### src/twmt_regs.vh
// register map, control bit positions, status codes and timing for the two-wire master transmitter
// assumes a byte-wide register port and a 200 MHz system clock
`ifndef TWMT_REGS_VH
`define TWMT_REGS_VH
`define TWMT_ADDR_CONTROL 2'h0
`define TWMT_ADDR_STATUS 2'h1
`define TWMT_ADDR_DATA 2'h2
`define TWMT_BIT_FLAG 7
`define TWMT_BIT_ACKEN 6
`define TWMT_BIT_START 5
`define TWMT_BIT_STOP 4
`define TWMT_BIT_WCOL 3
`define TWMT_BIT_EN 2
`define TWMT_BIT_IRQEN 0
`define TWMT_CTRL_RESET 8'h00
`define TWMT_DATA_RESET 8'hFF
`define TWMT_ST_START 8'h08
`define TWMT_ST_RSTART 8'h10
`define TWMT_ST_ADDR_ACK 8'h18
`define TWMT_ST_ADDR_NACK 8'h20
`define TWMT_ST_DATA_ACK 8'h28
`define TWMT_ST_DATA_NACK 8'h30
`define TWMT_ST_ARB_LOST 8'h38
`define TWMT_ST_IDLE 8'hF8
`define TWMT_ST_MR_ADDR 8'h40
`define TWMT_HALF_BIT_NS 16'h09C4
`define TWMT_CLK_NS 16'h0005
`define TWMT_HALF_CYCLES (`TWMT_HALF_BIT_NS / `TWMT_CLK_NS)
`endif

### src/twmt_master.v
// two-wire master transmitter: register port, bus sequencer, open-drain pins
// assumes pins pass through external pull-ups; slave may stretch the clock line
`timescale 1ns/1ps
`default_nettype none
`include "twmt_regs.vh"
module twmt_master
(
    input wire clk,
    input wire resetn,
    input wire [1:0] regAddr,
    input wire [7:0] regWrData,
    input wire regWr,
    input wire regRd,
    output reg [7:0] regRdData,
    input wire sclIn,
    output reg sclOut,
    output reg sclOe,
    input wire sdaIn,
    output reg sdaOut,
    output reg sdaOe,
    input wire globalIrqEn,
    output reg irqReq
);
    localparam [3:0] S_IDLE = 4'h0;
    localparam [3:0] S_ST1 = 4'h1;
    localparam [3:0] S_ST2 = 4'h2;
    localparam [3:0] S_BITL = 4'h3;
    localparam [3:0] S_BITH = 4'h4;
    localparam [3:0] S_ACKL = 4'h5;
    localparam [3:0] S_ACKH = 4'h6;
    localparam [3:0] S_WAIT = 4'h7;
    localparam [3:0] S_SP1 = 4'h8;
    localparam [3:0] S_SP2 = 4'h9;
    localparam [3:0] S_SP3 = 4'hA;
    localparam [3:0] S_RS1 = 4'hB;
    localparam [15:0] HALF = `TWMT_HALF_CYCLES;

    reg rstMeta_reg, rstSync_reg;
    wire rstn;
    always @(posedge clk or negedge resetn)
    begin
        if (!resetn)
        begin
            rstMeta_reg <= 1'b0;
            rstSync_reg <= 1'b0;
        end
        else
        begin
            rstMeta_reg <= 1'b1;
            rstSync_reg <= rstMeta_reg;
        end
    end
    assign rstn = rstSync_reg;

    // pins cross in through two flops; the first flop feeds nothing else
    reg sclMeta_reg, sclSync_reg, sdaMeta_reg, sdaSync_reg;
    always @(posedge clk or negedge rstn)
    begin
        if (!rstn)
        begin
            sclMeta_reg <= 1'b1;
            sclSync_reg <= 1'b1;
            sdaMeta_reg <= 1'b1;
            sdaSync_reg <= 1'b1;
        end
        else
        begin
            sclMeta_reg <= sclIn;
            sclSync_reg <= sclMeta_reg;
            sdaMeta_reg <= sdaIn;
            sdaSync_reg <= sdaMeta_reg;
        end
    end

    reg [3:0] state_reg;
    reg [15:0] timer_reg;
    reg [2:0] bitCnt_reg;
    reg [7:0] shift_reg;
    reg flag_reg, ackEn_reg, start_reg, stop_reg, wcol_reg, en_reg, irqEn_reg;
    reg [7:0] data_reg;
    reg [7:0] status_reg;
    reg addrPhase_reg, busBusy_reg, masterMode_reg, sdaPrev_reg;

    wire [7:0] ctrlView;
    assign ctrlView = {flag_reg, ackEn_reg, start_reg, stop_reg, wcol_reg, en_reg, 1'b0,
                       irqEn_reg};
    wire ctrlWr;
    assign ctrlWr = regWr && (regAddr == `TWMT_ADDR_CONTROL);
    wire dataWr;
    assign dataWr = regWr && (regAddr == `TWMT_ADDR_DATA);
    wire flagClr;
    assign flagClr = ctrlWr && regWrData[`TWMT_BIT_FLAG];
    wire timeUp;
    assign timeUp = (timer_reg == 16'h0000);
    // a start seen on the bus marks it busy, including this master's own start; a stop frees it
    wire busStart;
    assign busStart = sclSync_reg && sdaPrev_reg && !sdaSync_reg;
    wire busStop;
    assign busStop = sclSync_reg && !sdaPrev_reg && sdaSync_reg;
    // free means no transfer open, own or foreign, and both lines read high
    wire busFree;
    assign busFree = !busBusy_reg && sclSync_reg && sdaSync_reg;

    reg setFlag;
    reg [7:0] newStatus;
    reg [3:0] state_next;
    reg stopDone;
    reg loadTimer;
    always @*
    begin
        setFlag = 1'b0;
        newStatus = status_reg;
        state_next = state_reg;
        stopDone = 1'b0;
        loadTimer = 1'b0;
        case (state_reg)
            S_IDLE:
            begin
                // act only once flag is clear and bus is free
                if (en_reg && !flag_reg && start_reg && busFree)
                begin
                    state_next = S_ST1;
                    loadTimer = 1'b1;
                end
            end
            S_ST1:
                // another master opened a transfer first: back off until the bus frees
                if (busStart && !masterMode_reg)
                    state_next = S_IDLE;
                else if (timeUp)
                begin
                    state_next = S_ST2;
                    loadTimer = 1'b1;
                end
            S_ST2:
                if (timeUp)
                begin
                    setFlag = 1'b1;
                    newStatus = masterMode_reg ? `TWMT_ST_RSTART : `TWMT_ST_START;
                    state_next = S_WAIT;
                end
            S_BITL:
                if (timeUp)
                begin
                    state_next = S_BITH;
                    loadTimer = 1'b1;
                end
            S_BITH:
                // slave may stretch: wait for the clock line to read high
                if (timeUp && sclSync_reg)
                begin
                    if (sdaSync_reg != shift_reg[7])
                    begin
                        setFlag = 1'b1;
                        newStatus = `TWMT_ST_ARB_LOST;
                        state_next = S_IDLE;
                    end
                    else
                    begin
                        state_next = (bitCnt_reg == 3'h7) ? S_ACKL : S_BITL;
                        loadTimer = 1'b1;
                    end
                end
            S_ACKL:
                if (timeUp)
                begin
                    state_next = S_ACKH;
                    loadTimer = 1'b1;
                end
            S_ACKH:
                if (timeUp && sclSync_reg)
                begin
                    setFlag = 1'b1;
                    state_next = S_WAIT;
                    // low on the ninth clock means acknowledge
                    if (addrPhase_reg)
                    begin
                        // a read address enters the receive side, not built here
                        if (data_reg[0])
                            newStatus = sdaSync_reg ? `TWMT_ST_IDLE : `TWMT_ST_MR_ADDR;
                        else
                            newStatus = sdaSync_reg ? `TWMT_ST_ADDR_NACK : `TWMT_ST_ADDR_ACK;
                    end
                    else
                        newStatus = sdaSync_reg ? `TWMT_ST_DATA_NACK : `TWMT_ST_DATA_ACK;
                end
            S_WAIT:
                if (!flag_reg && en_reg)
                begin
                    loadTimer = 1'b1;
                    if (stop_reg)
                        state_next = S_SP1;
                    else if (start_reg)
                        state_next = S_RS1;
                    else
                        state_next = S_BITL;
                end
            S_RS1:
                if (timeUp && sclSync_reg)
                begin
                    state_next = S_ST1;
                    loadTimer = 1'b1;
                end
            S_SP1:
                if (timeUp)
                begin
                    state_next = S_SP2;
                    loadTimer = 1'b1;
                end
            S_SP2:
                if (timeUp && sclSync_reg)
                begin
                    state_next = S_SP3;
                    loadTimer = 1'b1;
                end
            S_SP3:
                if (timeUp)
                begin
                    stopDone = 1'b1;
                    state_next = S_IDLE;
                end
            default:
                state_next = S_IDLE;
        endcase
        if (!en_reg)
            state_next = S_IDLE;
    end

    // after arbitration loss the flag stands in idle, so the clock line stays held
    wire flagNext;
    assign flagNext = setFlag || (flag_reg && !flagClr);

    always @(posedge clk or negedge rstn)
    begin
        if (!rstn)
        begin
            state_reg <= S_IDLE;
            timer_reg <= 16'h0000;
            bitCnt_reg <= 3'h0;
            shift_reg <= 8'h00;
            {flag_reg, ackEn_reg, start_reg, stop_reg} <= 4'h0;
            {wcol_reg, en_reg, irqEn_reg} <= 3'h0;
            data_reg <= `TWMT_DATA_RESET;
            status_reg <= `TWMT_ST_IDLE;
            addrPhase_reg <= 1'b0;
            busBusy_reg <= 1'b0;
            masterMode_reg <= 1'b0;
            sdaPrev_reg <= 1'b1;
            regRdData <= 8'h00;
            sclOut <= 1'b0;
            sclOe <= 1'b0;
            sdaOut <= 1'b0;
            sdaOe <= 1'b0;
            irqReq <= 1'b0;
        end
        else
        begin
            state_reg <= state_next;
            sdaPrev_reg <= sdaSync_reg;
            if (loadTimer)
                timer_reg <= HALF - 16'h0001;
            else if (!timeUp)
                timer_reg <= timer_reg - 16'h0001;
            if (busStart)
                busBusy_reg <= 1'b1;
            else if (busStop || !en_reg)
                busBusy_reg <= 1'b0;
            // flag: hardware set wins over a simultaneous clear
            if (setFlag)
                flag_reg <= 1'b1;
            else if (flagClr)
                flag_reg <= 1'b0;
            // modes other than master transmit are not built; status reads idle while the unit is disabled
            status_reg <= en_reg ? newStatus : `TWMT_ST_IDLE;
            if (ctrlWr)
            begin
                ackEn_reg <= regWrData[`TWMT_BIT_ACKEN];
                start_reg <= regWrData[`TWMT_BIT_START];
                stop_reg <= regWrData[`TWMT_BIT_STOP];
                en_reg <= regWrData[`TWMT_BIT_EN];
                irqEn_reg <= regWrData[`TWMT_BIT_IRQEN];
            end
            if (stopDone)
                stop_reg <= 1'b0;
            if (state_reg == S_ST2 && timeUp)
                start_reg <= 1'b0;
            // write collision set wins; write to the bit itself is ignored
            if (dataWr && !flag_reg)
                wcol_reg <= 1'b1;
            else if (dataWr)
                wcol_reg <= 1'b0;
            if (dataWr && flag_reg)
                data_reg <= regWrData;
            if (state_reg == S_ST2 && timeUp)
                masterMode_reg <= 1'b1;
            else if (stopDone || newStatus == `TWMT_ST_ARB_LOST || !en_reg)
                masterMode_reg <= 1'b0;
            if (state_reg == S_ST2)
                addrPhase_reg <= 1'b1;
            else if (state_reg == S_ACKH && setFlag)
                addrPhase_reg <= 1'b0;
            if (state_reg == S_WAIT && state_next == S_BITL)
            begin
                shift_reg <= data_reg;
                bitCnt_reg <= 3'h0;
            end
            else if (state_reg == S_BITH && state_next == S_BITL)
            begin
                shift_reg <= {shift_reg[6:0], 1'b0};
                bitCnt_reg <= bitCnt_reg + 3'h1;
            end
            // open drain: enable high pulls the line low
            sclOut <= 1'b0;
            sdaOut <= 1'b0;
            // data moves in the cycle the clock is pulled low; hold time is the pad delay only
            case (state_next)
                S_ST2: sdaOe <= 1'b1;
                S_BITL, S_BITH: sdaOe <= ~shift_reg[7];
                S_ACKL, S_ACKH, S_RS1: sdaOe <= 1'b0;
                S_SP1, S_SP2: sdaOe <= 1'b1;
                S_WAIT: sdaOe <= (newStatus == `TWMT_ST_START || newStatus == `TWMT_ST_RSTART);
                default: sdaOe <= 1'b0;
            endcase
            if (state_next == S_BITL && state_reg == S_BITH)
                sdaOe <= ~shift_reg[6];
            if (state_next == S_BITL && state_reg == S_WAIT)
                sdaOe <= ~data_reg[7];
            // clock held low while flag waits for software
            sclOe <= (state_next == S_WAIT) || (state_next == S_BITL) ||
                     (state_next == S_ACKL) || (state_next == S_SP1) ||
                     (en_reg && flagNext && state_next == S_IDLE);
            case (regAddr)
                `TWMT_ADDR_CONTROL: regRdData <= regRd ? ctrlView : 8'h00;
                `TWMT_ADDR_STATUS: regRdData <= regRd ? status_reg : 8'h00;
                `TWMT_ADDR_DATA: regRdData <= regRd ? data_reg : 8'h00;
                default: regRdData <= 8'h00;
            endcase
            irqReq <= irqEn_reg && globalIrqEn && flag_reg;
        end
    end
endmodule // twmt_master
`default_nettype wire

### config.mk
export PLATFORM = sky130hd
export DESIGN_NAME = twmt_master
export DESIGN_NICKNAME = d
export VERILOG_FILES = /design/src/twmt_master.v
export VERILOG_INCLUDE_DIRS = /design/src /design/src/src
export SDC_FILE = /design/constraint.sdc
export NUM_CORES = 1
export LEC_CHECK = 0
export ABC_AREA = 0
export BUFFER_PORTS_ARGS = -buffer_cell sky130_fd_sc_hd__buf_2
export CORE_MARGIN = 2
export CORE_UTILIZATION = 45
export DETAILED_ROUTE_END_ITERATION = 10
export GPL_TIMING_DRIVEN = 1
export PLACE_DENSITY_LB_ADDON = 0.25
export SLEW_MARGIN = 20
export SYNTH_ARGS = -nofsm -noshare
export SYNTH_HDL_FRONTEND = slang
export SYNTH_SLANG_ARGS = --single-unit
### constraint.sdc
create_clock -name clk -period 2.8 [get_ports clk]
set_clock_uncertainty 0.1 [all_clocks]
set_input_delay 0.14 -clock clk [delete_from_list [all_inputs] [get_ports clk]]
set_output_delay 0.14 -clock clk [all_outputs]
set_load 0.05 [all_outputs]
==> metrics.csv <==
metric;value;unit
status;finished with violations;
failing checks;setup timing;
critical path depth;8;
WP data arrival;3.04;ns
CP Max Fanout;5;
core area;8806;sq um
Root Buffer;clkbuf_8;
peak supply drop;0.3723;mV
Synth async-reset ratio;100.0;%
max_cap viols;0;
Post-synth EDFFs;0;
vias in the first global route;3495;
post-synthesis cell area;4118;sq um
register bit count reported by yosys;75;
largest area contributor in the netlist;dfrtp_1;
Cell Pwr Density;608.2;nW/um^2
Reg-to-Reg Start;timer_reg[6];
initial core utilization;46.76;%
Routed Antenna Nets;0;
DRT iter0 DRCs;177;
share of the synthesized area in the top cell type;34.64;%
max reg flops;16;
DR vias;3545;
Worst Tran Pin Value;0.8014;ns
crit-path cells;or4_4 -> or4_4 -> a2111oi_4 -> buf_4 -> nor3_2 -> buf_4 -> a2111o_1 -> a31oi_1;
initial antenna violation count;0;
Vias per Instance;5.918;
number of synthesis warnings;0;
Worst-path clk slew;0.09;ns
CTS tree;done;
f_max;0.3485;GHz
Crit Path Category;flop to flop;
Netlist cell types;74;
grt total ovfl;0;
Slowest-stage cell, CP;or4_4;
CP endpoint kind;flop;
fin area;5176;sq um
headroom to the max-slew limit;46.57;%
R2R Setup Slk;-0.07;ns
clk_lat worst skew;0.35;ns
top post-synthesis cells by area;dfrtp_1 35%, dfstp_2 11%, nand2_1 3.7%;
die height;99.66;um
Post-Synthesis Cells;406;
Worst Path Buf+Inv;2;
RSZ-0062 raised after global routing;yes;
crit start category;flop;
first-pass GRT wire length;17.31;mm
Setup crit start;timer_reg[6];
# fillers;769;
Slew Viols, Final;0;
final hold violations;0;
routed wire length;10.26;mm
CP max stage delay;0.62;ns
total track usage;21.87;%
Die Width;99.66;um
DR DRC count;0;
largest net degree at the start of global routing;39;
placed cell area;4614;sq um
Core Util, Final;58.78;%
DR pass1 iterations;5;
worst-case reg-to-reg path depth;8;
CTS max path bufs;2;
Worst setup endpoint;sdaOe;
type of the tightest min-delay check;primary input to flop;
# port buffers;27;
Final Wtd Congestion;0.9525;
top_reg_cell synth;dfrtp_1;
DIE AREA;9931;sq um
register area;1901;sq um
synth-to-layout area growth;25.71;%
row count;34;
Pleak;2.285;nW
Mean Syn Cell Area;10.14;sq um
hpwl dp;7.399;mm
Final TNS setup;-0.2440;ns
Tmin final;2.869;ns
WP data required;2.97;ns
ant diodes;0;
final worst setup slack;-0.06937;ns
I/O Pins;30;
mean routed wirelength per cell;17.12;um
nets;507;
final setup violation count;6;
most frequent cells in the layout;56 x dfrtp_1, 47 x buf_4, 39 x nand2_1;
commonest non-fill, non-tap cell in the layout;dfrtp_1;
H-tree depth;3;
CTS Sinks;75;
multi-input logic area;2132;sq um
reg-to-reg endpoint;sdaOe;
register area share after synthesis;46.13;%
CP top delay family;simple AND/OR/NAND/NOR gates;
final period utilization;102.5;%
TritonCTS Buffers;9;
share of cells above drive strength 1;32.79;%
## how the worst min path moves through the flow
stage	startpoint	end	slack, ns	depth (start not counted)
6_report	regAddr[1]	regRdData[1]	0.14	3
5_1_grt	regAddr[1]	regRdData[3]	0.15	3
4_1_cts	regAddr[1]	regRdData[1]	0.12	3
3_5_place_dp	resetn	rstMeta_reg	-0.17	1
3_3_place_gp	resetn	rstMeta_reg	-0.17	1
2_1_floorplan	resetn	rstMeta_reg	-0.26	0
## layout make-up
cell class                 count  share of cell area, %
multi-input combinational    297                  41.19
sequential                    75                  36.72
timing repair buffer          93                  13.54
clock inverter                 7                  2.828
tap                          108                  2.611
clock buffer                   9                  2.393
inverter                      10                 0.7252
## where the power goes
group / internal (W) / switching, W
Sequential: 0.00125 / 0.000153
Combinational: 0.000294 / 0.000316
Clock: 0.000690 / 0.000441
## logic make-up (layout without fill, tap and decap cells)
kind of cell    count (synthesis)  after routing  share of synthesized area (%)
other cells                     2              3                         0.1824
simple gates                  163            163                          22.49
mux                            21             21                          5.439
fa+ha+maj                       4              4                          1.215
compound gates                 95             95                          18.17
flops                          75             75                          46.13
buf+inv                        35            119                          4.041
xor+xnor                       11             11                          2.340
## Yosys cell counts (all sizes together) (3+ instances only)
| master | number |
|---|---|
| or4 | 5 |
| nor3b | 4 |
| dfrtp | 57 |
| xnor2 | 10 |
| ha | 4 |
| o22ai | 8 |
| clkbuf | 17 |
| mux2i | 10 |
| nor3 | 8 |
| a21oi | 14 |
| or2 | 3 |
| or3 | 3 |
| nand2b | 4 |
| o2111ai | 3 |
| nand2 | 41 |
| a2bb2oi | 7 |
| nor4 | 9 |
| nand3 | 15 |
| o211ai | 5 |
| inv | 10 |
| a32o | 3 |
| nor2 | 23 |
| nand3b | 4 |
| nor2b | 6 |
| buf | 8 |
| nand4 | 7 |
| o21ai | 21 |
| a31oi | 7 |
| and3 | 8 |
| and4 | 4 |
| dfstp | 18 |
| and2 | 11 |
| mux2 | 11 |
## metrics by stage
stage / cells / hold slack [ns] / setup WS, ns / total power (W)
after floorplan: 407 / -0.2556 / -0.03496 / 0.001747
after global placement: 560 / -0.1722 / -0.04580 / 0.001957
after detailed placement: 560 / -0.1708 / -0.09556 / 0.001975
after CTS: 596 / 0.1234 / -0.05260 / 0.003153
after global routing: 599 / 0.1503 / -0.1869 / 0.003314
final: 599 / 0.1410 / -0.06937 / 0.003148
## repair_timing
action	in CTS	in global routing
hold endpoints to repair	26	0
buffers inserted	5	3
setup endpoints to repair	12	16
hold buffers	15	0
gates resized for setup	12	7
pin swaps	5	7
## metal layers
metal | GRT usage (%) | vias to the layer above | share of wire (%)
met5 | 0 | - | 0
met4 | 9.694 | 0 | 3.2
met3 | 3.303 | 26 | 4.3
met2 | 35.50 | 121 | 48
met1 | 29.06 | 1744 | 45
li1 | - | 1654 | -
## worst register-to-register path, cell delays in order, from the launching register on
cell	delay, ns
dfrtp_1	0.38
or4_4	0.56
or4_4	0.62
a2111oi_4	0.32
buf_4	0.19
nor3_2	0.04
buf_4	0.15
a2111o_1	0.28
a31oi_1	0.15
Note: power is estimated with default switching activity, not from simulation.
